<file path="config.mk">
export PLATFORM = sky130hd
export DESIGN_NAME = stt_timer
export DESIGN_NICKNAME = d
export VERILOG_FILES = /design/src/stt_pkg.sv /design/src/stt_timer.sv /design/src/stt_refdiv.sv /design/src/stt_downcnt.sv
export SDC_FILE = /design/constraint.sdc
export NUM_CORES = 1
export LEC_CHECK = 0
export ABC_AREA = 0
export ABC_CLOCK_PERIOD_IN_PS = 2400
export CORE_ASPECT_RATIO = 0.5
export CORE_MARGIN = 1.5
export CORE_UTILIZATION = 63
export DETAILED_ROUTE_END_ITERATION = 12
export DONT_BUFFER_PORTS = 1
export PLACE_DENSITY = 0.79
export SETUP_SLACK_MARGIN = 0.5
export SLEW_MARGIN = 10
export SYNTH_ARGS = -nofsm -noshare
export SYNTH_HDL_FRONTEND = slang
export SYNTH_SLANG_ARGS = --single-unit
</file>
<file path="constraint.sdc">
create_clock -name pclk -period 2.4 [get_ports pclk]
set_input_delay 0.36 -clock pclk [delete_from_list [all_inputs] [get_ports pclk]]
set_output_delay 0.36 -clock pclk [all_outputs]
set_load 0.005 [all_outputs]
</file>
<file path="src/stt_pkg.sv">
// Constants shared by the system tick timer: register map, field positions, reset values and divider figures.
// Assumes a 32-bit APB register port with a 12-bit byte address inside the timer's window.
package stt_pkg;

  // ----------------------------------------------------------------
  // Bus and register map
  // ----------------------------------------------------------------
  localparam int ADDR_W = 12;
  localparam logic [11:0] OFF_CSR = 12'h010;
  localparam logic [11:0] OFF_RELOAD = 12'h014;
  localparam logic [11:0] OFF_CURRENT = 12'h018;
  localparam logic [11:0] OFF_CALIB = 12'h01C;

  // ----------------------------------------------------------------
  // Field positions
  // ----------------------------------------------------------------
  localparam int CNT_W = 24;
  localparam int CSR_ENABLE = 0;
  localparam int CSR_EXC_EN = 1;
  localparam int CSR_CLKSEL = 2;
  localparam int CSR_FLAG = 16;
  localparam int CAL_NO_REFERENCE_CLOCK = 31;
  localparam int CAL_CALIBRATION_INEXACT = 30;

  // ----------------------------------------------------------------
  // Reset and fixed values
  // ----------------------------------------------------------------
  localparam logic CSR_BIT_RST = 1'b0;
  localparam logic [23:0] RELOAD_RST = 24'h000000;
  localparam logic [23:0] COUNT_RST = 24'h000000;
  localparam logic [23:0] TEN_MS_RELOAD = 24'h0009C4;
  localparam logic NO_REF_CLOCK_VAL = 1'b0;
  localparam logic CAL_INEXACT_VAL = 1'b0;
  localparam logic [31:0] WORD_ZERO = 32'h00000000;

  // ----------------------------------------------------------------
  // Reference clock divider
  // ----------------------------------------------------------------
  localparam int REF_DIV = 32;
  localparam int REF_DIV_W = 5;
  localparam logic [4:0] REF_DIV_LAST = 5'h1F;
  localparam logic [4:0] REF_DIV_RST = 5'h00;

endpackage

</file>
<file path="src/stt_timer.sv">
// Top of the system tick timer: APB register slave, control bits, count flag and exception pend output.
// Assumes an APB master in pclk's domain and an exception controller that takes tick_pend as a one-cycle request.
`timescale 1ns/1ps

// How it works
// [RULE_01] Counter reaching zero sets sticky flag bit 16.
// [RULE_02] A control register read that returns the flag set clears it.
// [RULE_03] Bit 2 picks CPU clock or reference.
// [RULE_04] Bit 1 pends exception at each zero.
// [RULE_05] Enable write loads reload and starts counting.
// [RULE_06] 24-bit reload value copied at each zero.
// [RULE_07] Reference tick is oscillator input divided by 32.
// [RULE_08] Current register reads the live 24-bit count.
// [RULE_09] Any write to current forces count zero.
// [RULE_10] That write also clears the count flag.
// [RULE_11] Calibration field reads fixed ten millisecond reload.
// [RULE_12] Calibration bits 31 and 30 read zero.
// [RULE_13] Decrement per tick, reload after reaching zero.
// [RULE_14] Unused bits read zero, ignore writes.
module stt_timer import stt_pkg::*; (
  input wire logic pclk, // System clock, 100 MHz.
  input wire logic presetn, // Asynchronous reset, active low.
  input wire logic [11:0] paddr, // APB byte address.
  input wire logic psel, // APB select.
  input wire logic penable, // APB access phase.
  input wire logic pwrite, // APB direction, high for write.
  input wire logic [31:0] pwdata, // APB write data.
  input wire logic [3:0] pstrb, // APB write byte strobes.
  input wire logic oscillator_input, // Oscillator input pin.
  output logic [31:0] prdata, // APB read data.
  output logic pready, // APB ready.
  output logic pslverr, // APB error for unmapped addresses.
  output logic tick_pend // Exception pend request, one cycle.
);

  // ----------------------------------------------------------------
  // Declarations
  // ----------------------------------------------------------------
  logic enable_r;
  logic tick_exception_enable_r;
  logic count_clock_select_r;
  logic count_flag_r;
  logic count_flag_nxt;
  logic [23:0] reload_r;
  logic [23:0] reload_nxt;
  logic [23:0] count;
  logic zero_pulse;
  logic ref_tick;
  logic count_tick;

  logic hit_csr;
  logic hit_reload;
  logic hit_current;
  logic hit_calib;
  logic hit_any;
  logic acc_wait;
  logic acc_done;
  logic wr_done;
  logic rd_done;
  logic csr_wr;
  logic enable_rise;
  logic flag_read_clr;
  logic current_clr;
  logic [31:0] csr_word;
  logic [31:0] reload_word;
  logic [31:0] current_word;
  logic [31:0] calib_word;
  logic [31:0] rd_word;

  // ----------------------------------------------------------------
  // Address decode and bus phases
  // ----------------------------------------------------------------
  assign hit_csr = (paddr == OFF_CSR);
  assign hit_reload = (paddr == OFF_RELOAD);
  assign hit_current = (paddr == OFF_CURRENT);
  assign hit_calib = (paddr == OFF_CALIB);
  assign hit_any = hit_csr | hit_reload | hit_current | hit_calib;

  // Every access gets one wait state; the write acts at the edge where pready is seen high.
  assign acc_wait = psel & penable & ~pready;
  assign acc_done = psel & penable & pready;
  assign wr_done = acc_done & pwrite;
  assign rd_done = acc_done & ~pwrite;

  // ----------------------------------------------------------------
  // Register write decode
  // ----------------------------------------------------------------
  assign csr_wr = wr_done & hit_csr & pstrb[0];
  assign enable_rise = csr_wr & pwdata[CSR_ENABLE] & ~enable_r; // [RULE_05]
  assign current_clr = wr_done & hit_current; // [RULE_09]

  // Only a flag value that the reader actually saw is cleared, so a zero arriving during the access survives.
  assign flag_read_clr = rd_done & hit_csr & prdata[CSR_FLAG]; // [RULE_02]
  assign count_flag_nxt = zero_pulse | (count_flag_r & ~flag_read_clr & ~current_clr); // [RULE_01] [RULE_10]

  assign reload_nxt[7:0] = (wr_done & hit_reload & pstrb[0]) ? pwdata[7:0] : reload_r[7:0]; // [RULE_06]
  assign reload_nxt[15:8] = (wr_done & hit_reload & pstrb[1]) ? pwdata[15:8] : reload_r[15:8]; // [RULE_06]
  assign reload_nxt[23:16] = (wr_done & hit_reload & pstrb[2]) ? pwdata[23:16] : reload_r[23:16]; // [RULE_06]

  // ----------------------------------------------------------------
  // Read data
  // ----------------------------------------------------------------
  assign csr_word = {15'h0000, count_flag_r, 13'h0000, count_clock_select_r,
                     tick_exception_enable_r, enable_r}; // [RULE_14]
  assign reload_word = {8'h00, reload_r}; // [RULE_14]
  assign current_word = {8'h00, count}; // [RULE_08]
  assign calib_word = {NO_REF_CLOCK_VAL, CAL_INEXACT_VAL, 6'h00, TEN_MS_RELOAD}; // [RULE_11] [RULE_12]
  assign rd_word = hit_csr ? csr_word :
                   hit_reload ? reload_word :
                   hit_current ? current_word :
                   hit_calib ? calib_word : WORD_ZERO;

  // ----------------------------------------------------------------
  // Count clock
  // ----------------------------------------------------------------
  assign count_tick = enable_r & (count_clock_select_r | ref_tick); // [RULE_03]

  stt_refdiv u_refdiv (
    .pclk(pclk),
    .presetn(presetn),
    .osc_in(oscillator_input),
    .ref_tick(ref_tick)
  );

  stt_downcnt u_downcnt (
    .pclk(pclk),
    .presetn(presetn),
    .tick(count_tick),
    .load(enable_rise),
    .clear(current_clr),
    .reload(reload_r),
    .count(count),
    .zero_pulse(zero_pulse)
  );

  // ----------------------------------------------------------------
  // Registers
  // ----------------------------------------------------------------
  always_ff @(posedge pclk or negedge presetn) begin
    if (!presetn) begin
      enable_r <= CSR_BIT_RST;
      tick_exception_enable_r <= CSR_BIT_RST;
      count_clock_select_r <= CSR_BIT_RST;
    end else if (csr_wr) begin
      enable_r <= pwdata[CSR_ENABLE]; // [RULE_05]
      tick_exception_enable_r <= pwdata[CSR_EXC_EN]; // [RULE_04]
      count_clock_select_r <= pwdata[CSR_CLKSEL]; // [RULE_03]
    end
  end

  always_ff @(posedge pclk or negedge presetn) begin
    if (!presetn) begin
      count_flag_r <= CSR_BIT_RST;
      reload_r <= RELOAD_RST;
      tick_pend <= 1'b0;
    end else begin
      count_flag_r <= count_flag_nxt; // [RULE_01]
      reload_r <= reload_nxt;
      tick_pend <= zero_pulse & tick_exception_enable_r; // [RULE_04]
    end
  end

  always_ff @(posedge pclk or negedge presetn) begin
    if (!presetn) begin
      pready <= 1'b0;
      pslverr <= 1'b0;
      prdata <= WORD_ZERO;
    end else begin
      pready <= acc_wait;
      pslverr <= acc_wait & ~hit_any;
      prdata <= (acc_wait & ~pwrite) ? rd_word : WORD_ZERO; // [RULE_08]
    end
  end

  // ----------------------------------------------------------------
  // Assertions
  // ----------------------------------------------------------------
  property p_flag_set;
    @(posedge pclk) disable iff (!presetn)
    zero_pulse |=> count_flag_r;
  endproperty
  a_flag_set: assert property (p_flag_set) else $error("Flag not set after zero."); // [RULE_01]

  property p_read_clear;
    @(posedge pclk) disable iff (!presetn)
    (rd_done && hit_csr && prdata[CSR_FLAG] && !zero_pulse) |=> !count_flag_r;
  endproperty
  a_read_clear: assert property (p_read_clear) else $error("Flag not cleared by read."); // [RULE_02]

  property p_cpu_rate;
    @(posedge pclk) disable iff (!presetn)
    (enable_r && count_clock_select_r && count != COUNT_RST && !current_clr && !enable_rise)
      |=> count == $past(count) - 24'h000001;
  endproperty
  a_cpu_rate: assert property (p_cpu_rate) else $error("Count did not step on CPU clock."); // [RULE_03]

  property p_ref_hold;
    @(posedge pclk) disable iff (!presetn)
    (enable_r && !count_clock_select_r && !ref_tick && !current_clr && !enable_rise && !csr_wr)
      |=> count == $past(count);
  endproperty
  a_ref_hold: assert property (p_ref_hold) else $error("Count moved without reference tick."); // [RULE_03]

  property p_pend;
    @(posedge pclk) disable iff (!presetn)
    zero_pulse |=> (tick_pend == $past(tick_exception_enable_r));
  endproperty
  a_pend: assert property (p_pend) else $error("Pend output wrong at zero."); // [RULE_04]

  property p_no_pend;
    @(posedge pclk) disable iff (!presetn)
    !zero_pulse |=> !tick_pend;
  endproperty
  a_no_pend: assert property (p_no_pend) else $error("Pend without zero."); // [RULE_04]

  property p_enable_load;
    @(posedge pclk) disable iff (!presetn)
    enable_rise |=> (count == $past(reload_r)) && enable_r;
  endproperty
  a_enable_load: assert property (p_enable_load) else $error("Enable did not load."); // [RULE_05]

  property p_reload_at_zero;
    @(posedge pclk) disable iff (!presetn)
    (count_tick && count == COUNT_RST && !current_clr && !enable_rise) |=> count == $past(reload_r);
  endproperty
  a_reload_at_zero: assert property (p_reload_at_zero) else $error("No reload at zero."); // [RULE_06]

  property p_ref_spacing;
    @(posedge pclk) disable iff (!presetn)
    ref_tick |=> !ref_tick [*8];
  endproperty
  a_ref_spacing: assert property (p_ref_spacing) else $error("Reference ticks too close."); // [RULE_07]

  property p_current_read;
    @(posedge pclk) disable iff (!presetn)
    (acc_wait && !pwrite && hit_current) |=> prdata == {8'h00, $past(count)};
  endproperty
  a_current_read: assert property (p_current_read) else $error("Current read wrong."); // [RULE_08]

  property p_current_clear;
    @(posedge pclk) disable iff (!presetn)
    current_clr |=> (count == COUNT_RST) && (!count_flag_r || $past(zero_pulse));
  endproperty
  a_current_clear: assert property (p_current_clear) else $error("Current write did not clear."); // [RULE_09] [RULE_10]

  property p_calib;
    @(posedge pclk) disable iff (!presetn)
    (acc_wait && !pwrite && hit_calib) |=> prdata == 32'h000009C4;
  endproperty
  a_calib: assert property (p_calib) else $error("Calibration word wrong."); // [RULE_11] [RULE_12]

  property p_unused_zero;
    @(posedge pclk) disable iff (!presetn)
    (acc_wait && !pwrite && hit_csr) |=> (prdata & 32'hFFFEFFF8) == WORD_ZERO;
  endproperty
  a_unused_zero: assert property (p_unused_zero) else $error("Unused bits not zero."); // [RULE_14]

  property p_decrement;
    @(posedge pclk) disable iff (!presetn)
    (count_tick && count != COUNT_RST && !current_clr && !enable_rise) |=> count < $past(count);
  endproperty
  a_decrement: assert property (p_decrement) else $error("Count did not decrement."); // [RULE_13]

  property p_pready_pulse;
    @(posedge pclk) disable iff (!presetn)
    pready |=> !pready;
  endproperty
  a_pready_pulse: assert property (p_pready_pulse) else $error("Ready held longer than one cycle.");

  property p_wait_state;
    @(posedge pclk) disable iff (!presetn)
    acc_wait |=> pready;
  endproperty
  a_wait_state: assert property (p_wait_state) else $error("Ready late after access phase.");

  property p_prdata_idle;
    @(posedge pclk) disable iff (!presetn)
    !pready |-> prdata == WORD_ZERO;
  endproperty
  a_prdata_idle: assert property (p_prdata_idle) else $error("Read data not zero outside ready.");

  property p_err_unmapped;
    @(posedge pclk) disable iff (!presetn)
    (acc_wait && !hit_any) |=> pslverr && (prdata == WORD_ZERO);
  endproperty
  a_err_unmapped: assert property (p_err_unmapped) else $error("Unmapped access not refused."); // [RULE_14]

  property p_unused_reload;
    @(posedge pclk) disable iff (!presetn)
    (acc_wait && !pwrite && hit_reload) |=> prdata[31:24] == 8'h00;
  endproperty
  a_unused_reload: assert property (p_unused_reload) else $error("Reload upper byte not zero."); // [RULE_14]

  property p_reload_write;
    @(posedge pclk) disable iff (!presetn)
    (wr_done && hit_reload && pstrb[2:0] == 3'h7) |=> reload_r == $past(pwdata[23:0]);
  endproperty
  a_reload_write: assert property (p_reload_write) else $error("Reload write lost."); // [RULE_06]

  property p_reload_partial;
    @(posedge pclk) disable iff (!presetn)
    (wr_done && hit_reload && !pstrb[2]) |=> reload_r[23:16] == $past(reload_r[23:16]);
  endproperty
  a_reload_partial: assert property (p_reload_partial) else $error("Unstrobed reload byte changed."); // [RULE_06]

  property p_flag_hold;
    @(posedge pclk) disable iff (!presetn)
    (count_flag_r && !flag_read_clr && !current_clr) |=> count_flag_r;
  endproperty
  a_flag_hold: assert property (p_flag_hold) else $error("Flag dropped without clear."); // [RULE_01]

  property p_flag_no_spurious;
    @(posedge pclk) disable iff (!presetn)
    (!count_flag_r && !zero_pulse) |=> !count_flag_r;
  endproperty
  a_flag_no_spurious: assert property (p_flag_no_spurious) else $error("Flag set without zero."); // [RULE_01]

  property p_zero_event;
    @(posedge pclk) disable iff (!presetn)
    zero_pulse |-> count == COUNT_RST;
  endproperty
  a_zero_event: assert property (p_zero_event) else $error("Zero event with nonzero count."); // [RULE_13]

  property p_disabled_frozen;
    @(posedge pclk) disable iff (!presetn)
    (!enable_r && !enable_rise && !current_clr) |=> count == $past(count);
  endproperty
  a_disabled_frozen: assert property (p_disabled_frozen) else $error("Count moved while disabled."); // [RULE_05]

  property p_ctrl_write;
    @(posedge pclk) disable iff (!presetn)
    csr_wr |=> (enable_r == $past(pwdata[CSR_ENABLE])) &&
               (count_clock_select_r == $past(pwdata[CSR_CLKSEL]));
  endproperty
  a_ctrl_write: assert property (p_ctrl_write) else $error("Control bits not written."); // [RULE_03] [RULE_05]

  property p_pend_masked;
    @(posedge pclk) disable iff (!presetn)
    !tick_exception_enable_r |=> !tick_pend;
  endproperty
  a_pend_masked: assert property (p_pend_masked) else $error("Pend while exception disabled."); // [RULE_04]

  property p_ref_rise;
    @(posedge pclk) disable iff (!presetn)
    ref_tick |-> $past(oscillator_input) && !$past(oscillator_input, 2);
  endproperty
  a_ref_rise: assert property (p_ref_rise) else $error("Reference tick without oscillator rise."); // [RULE_07]

  c_wrap: cover property (@(posedge pclk) disable iff (!presetn) zero_pulse ##1 tick_pend);
  c_read_clear: cover property (@(posedge pclk) disable iff (!presetn) flag_read_clr);
  c_ref_count: cover property (@(posedge pclk) disable iff (!presetn) ref_tick && count_tick);
  c_unmapped: cover property (@(posedge pclk) disable iff (!presetn) pslverr);
  c_current_clear: cover property (@(posedge pclk) disable iff (!presetn) current_clr && count_flag_r);

endmodule // stt_timer

</file>
<file path="src/stt_refdiv.sv">
// Reference tick generator: one pulse for every 32 rising edges of the oscillator input.
// Assumes the oscillator input is synchronous to pclk and much slower than it.
`timescale 1ns/1ps
module stt_refdiv import stt_pkg::*; (
  input wire logic pclk, // System clock.
  input wire logic presetn, // Asynchronous reset, active low.
  input wire logic osc_in, // Oscillator input level.
  output logic ref_tick // One-cycle reference tick.
);

  logic osc_prev_r;
  logic [4:0] div_r;
  logic [4:0] div_nxt;
  logic osc_rise;

  assign osc_rise = osc_in & ~osc_prev_r;
  assign div_nxt = osc_rise ? div_r + 5'h01 : div_r;

  always_ff @(posedge pclk or negedge presetn) begin
    if (!presetn) begin
      osc_prev_r <= 1'b0;
      div_r <= REF_DIV_RST;
      ref_tick <= 1'b0;
    end else begin
      osc_prev_r <= osc_in;
      div_r <= div_nxt; // [RULE_07]
      ref_tick <= osc_rise & (div_r == REF_DIV_LAST); // [RULE_07]
    end
  end

endmodule // stt_refdiv

</file>
<file path="src/stt_downcnt.sv">
// The 24-bit down counter with reload, load on enable and forced clear.
// Assumes tick is already gated by the enable bit.
`timescale 1ns/1ps
module stt_downcnt import stt_pkg::*; (
  input wire logic pclk, // System clock.
  input wire logic presetn, // Asynchronous reset, active low.
  input wire logic tick, // Count tick, one cycle.
  input wire logic load, // Load from the reload value.
  input wire logic clear, // Force the count to zero.
  input wire logic [23:0] reload, // Reload value.
  output logic [23:0] count, // Present count.
  output logic zero_pulse // Count has just reached zero.
);

  logic at_zero;
  logic [23:0] count_nxt;

  assign at_zero = (count == COUNT_RST);
  assign count_nxt = clear ? COUNT_RST :
                     load ? reload :
                     !tick ? count :
                     at_zero ? reload : count - 24'h000001;

  always_ff @(posedge pclk or negedge presetn) begin
    if (!presetn) begin
      count <= COUNT_RST;
      zero_pulse <= 1'b0;
    end else begin
      count <= count_nxt; // [RULE_13]
      zero_pulse <= ~clear & ~load & tick & (count == 24'h000001); // [RULE_01]
    end
  end

endmodule // stt_downcnt

</file>
==> run summary <==
outcome = finished, violations left
failing checks = hold timing
top_reg_cell synth = dfrtp_1
Final TNS setup = 0 ns
r2r worst-path depth = 7
Post-Syn Area = 0.00435 sq mm
pwr dens = 555 mW/mm^2
adder-cell share of the synthesized area = 1.44%
Setup Skew = 0.00555 ns
register bit total from synthesis = 87
Core ar. = 0.00667 sq mm
Tcrit/Tclk final = 90.8%
f_max = 0.459 GHz
Worst Path Arrival = 2.40 ns
GRT Total Usage = 36.6%
Top-Level Pins = 89
commonest non-fill, non-tap cells in the layout = dfrtp_1 (77), nor2_1 (53), buf_4 (48)
critical path depth in cells = 7
initial antenna violation count = 0
Synth Area in XOR/XNOR = 0.604%
RSZ-0062 raised after global routing = yes
DP Wirelength = 8890 um
Post-synth EDFFs = 0
Yosys cell types = 53
top-area cell type share of the netlist area = 50.1%
DR WL/cell = 24.8 um
Sequential Area = 0.00219 sq mm
Worst VDD drop = 574 uV
mux contribution to synthesized area = 8.46%
Worst setup SP type = flip-flop
Slowest-stage cell, CP = or4_4
top routing layer in use = met4
DR iter-0 viols = 600
total power = 3130 uW
Synth Area in Compound Gates = 16.6%
family with the most delay on the worst path = simple AND/OR/NAND/NOR gates
vias per cell = 6.93
total congestion overflow = 0
Initial Utilization = 65.1%
largest family of logic cells by synthesized area = simple AND/OR/NAND/NOR gates
Die ar. = 0.00744 sq mm
Multi-input gate area = 0.00248 sq mm
Tmin final = 2.18 ns
Nets = 551
DRT antenna net count = 0
Fin. Hold Viols = 87
routed wire length = 14,600 um
Avg Inst Size Synth = 9.93 sq um
Die X-Extent = 120 um
global-route wire length before repair = 19,900 um
hold crit path type = primary input to asynchronous set/reset pin
clock-pin slew on the worst setup and hold paths = 0.07 ns
met3 wire len = 1840 um
P&R area growth vs syn = 29.8%
WP data required = 2.62 ns
Max Cap Viol = 0
sequential area share after synthesis = 50.1%
CP bufs+invs = 1
gp weighted congestion = 0.948
Root Buffer = clkbuf_16
leading post-synthesis cells by cell area = dfrtp_1 (50%), mux2_2 (7.8%), nor2_1 (4.9%)
CP Capture Type = flip-flop
ANT cells = 0
CTS buffer count = 9
share of post-route cells with drive strength above 1 = 39.2%
routed wl met2 = 6500 um
# DRC = 0
clock sinks = 87
Post-synth ARST share = 100%
port bufs = 0
Max Buffers Root-to-Sink = 2
vias in the first global route = 3,644
cell taking the most area after synthesis = dfrtp_1
M1 wire length = 5880 um
# fillers = 331
largest net degree at the start of global routing = 88
cell count after synthesis = 438
Ys Warns = 0
commonest non-fill, non-tap cell in the layout = dfrtp_1
worst skew pair latency = 0.35 ns
post-synthesis simple-gate area fraction = 19.2%
Static Leakage = 0.00238 uW
routed vias = 4,083
chip height = 61.7 um
site row count = 21
Fin Hold WS = -0.295 ns
maximum fanout along the worst path = 6
drt first pass iters = 6
H-tree levels = 3
CP peak stage delay = 0.59 ns
critical-path cell list = buf_4, or4_4, or3_1, a21oi_2, o22ai_1, a21oi_1, nor2_1
Max Slew Vio Count = 0
CTS tree = yes
endpoints failing setup = 0
Crit Path Class = flip-flop to flip-flop
==> worst paths after layout <==
check	endpoint	start	slack, ns
worst max-delay path	u_downcnt.count[19]	u_downcnt.count[0]	0.22
worst min-delay path	prdata[9]	presetn	-0.30
worst max register to register	u_downcnt.count[19]	u_downcnt.count[0]	0.22
worst min register to register	count_flag_r	u_downcnt.zero_pulse	0.49
max in group asynchronous	pready	presetn	2.54
min in group pclk	u_refdiv.osc_prev_r	oscillator_input	0.04
==> routing by layer <==
metal / up-vias / GRT usage, %
met5: - / 0
met4: 0 / 12.4
met3: 58 / 11.1
met2: 324 / 57.1
met1: 1992 / 50.2
li1: 1709 / -
==> cell families after synthesis <==
family | after synthesis
AO/OA/AOI/OAI | 117
XOR/XNOR | 3
adder cells (fa/ha/maj) | 5
buffers and inverters | 30
flip-flops | 87
multiplexers | 33
other | 1
AND/OR/NAND/NOR | 162
==> synth_stat cells (2+ instances only) <==
| master | instances |
|---|---|
| dfrtp_1 | 87 |
| nor2_1 | 57 |
| a21oi_1 | 32 |
| nand2_1 | 31 |
| mux2_2 | 30 |
| o21ai_0 | 30 |
| nor3_1 | 19 |
| a22oi_1 | 18 |
| clkbuf_1 | 13 |
| buf_4 | 9 |
| o22ai_1 | 9 |
| a211oi_1 | 8 |
| nand3_1 | 8 |
| nand4_1 | 7 |
| nor4_1 | 6 |
| and2_1 | 5 |
| ha_1 | 5 |
| or3_1 | 5 |
| inv_1 | 4 |
| a31oi_1 | 3 |
| mux2i_1 | 3 |
| nor3b_1 | 3 |
| or2_2 | 3 |
| or4_1 | 3 |
| a221oi_1 | 2 |
| and3_1 | 2 |
| buf_2 | 2 |
| nor2b_1 | 2 |
| nor4_2 | 2 |
| o211ai_1 | 2 |
| o21a_1 | 2 |
| o21ai_1 | 2 |
| o31ai_1 | 2 |
| o32ai_1 | 2 |
| xnor2_1 | 2 |
==> per-stage QoR <==
step	setup WS (ns)	hold WS (ns)	util [%]	instance area [sq um]	std cells
4_1_cts	0.403	-0.292	78.3	5220	577
6_report	0.222	-0.295	84.6	5640	589
5_1_grt	0.229	-0.300	84.6	5640	589
3_3_place_gp	0.168	0.0660	69.3	4620	543
2_1_floorplan	0.460	0.0644	-	4420	445
3_5_place_dp	0.106	0.0661	69.3	4620	543
==> registers in the layout (all words and copies together), names as in the netlist <==
signal	cells
prdata	24
reload_r	24
u_downcnt.count	24
u_refdiv.div_r	5
count_clock_select_r	1
count_flag_r	1
enable_r	1
pready	1
pslverr	1
tick_exception_enable_r	1
tick_pend	1
u_downcnt.zero_pulse	1
u_refdiv.osc_prev_r	1
u_refdiv.ref_tick	1
==> where the power goes <==
part	internal, uW	leakage [uW]	switching [uW]
logic	61.0	0.00108	55.9
registers	1510	0.00116	41.9
clock network	841	0.000145	618
total	2420	0.00238	716
==> what timing repair did <==
action	4_1_cts	5_1_grt
buffers inserted	18	10
pin swaps	14	35
endpoints found under the setup margin	30	49
gates resized for setup	39	76
cloned	0	2
hold endpoints to repair	87	87
==> cell type report <==
type / instances / share of cell area [%]
multi-input cells: 328 / 43.9
flip-flops and latches: 87 / 38.8
repair buffers: 62 / 9.53
clock buffers: 10 / 4.23
well taps: 92 / 2.04
clock inverters: 6 / 1.20
inverters: 4 / 0.310
Power figures use the tool's default switching activity.
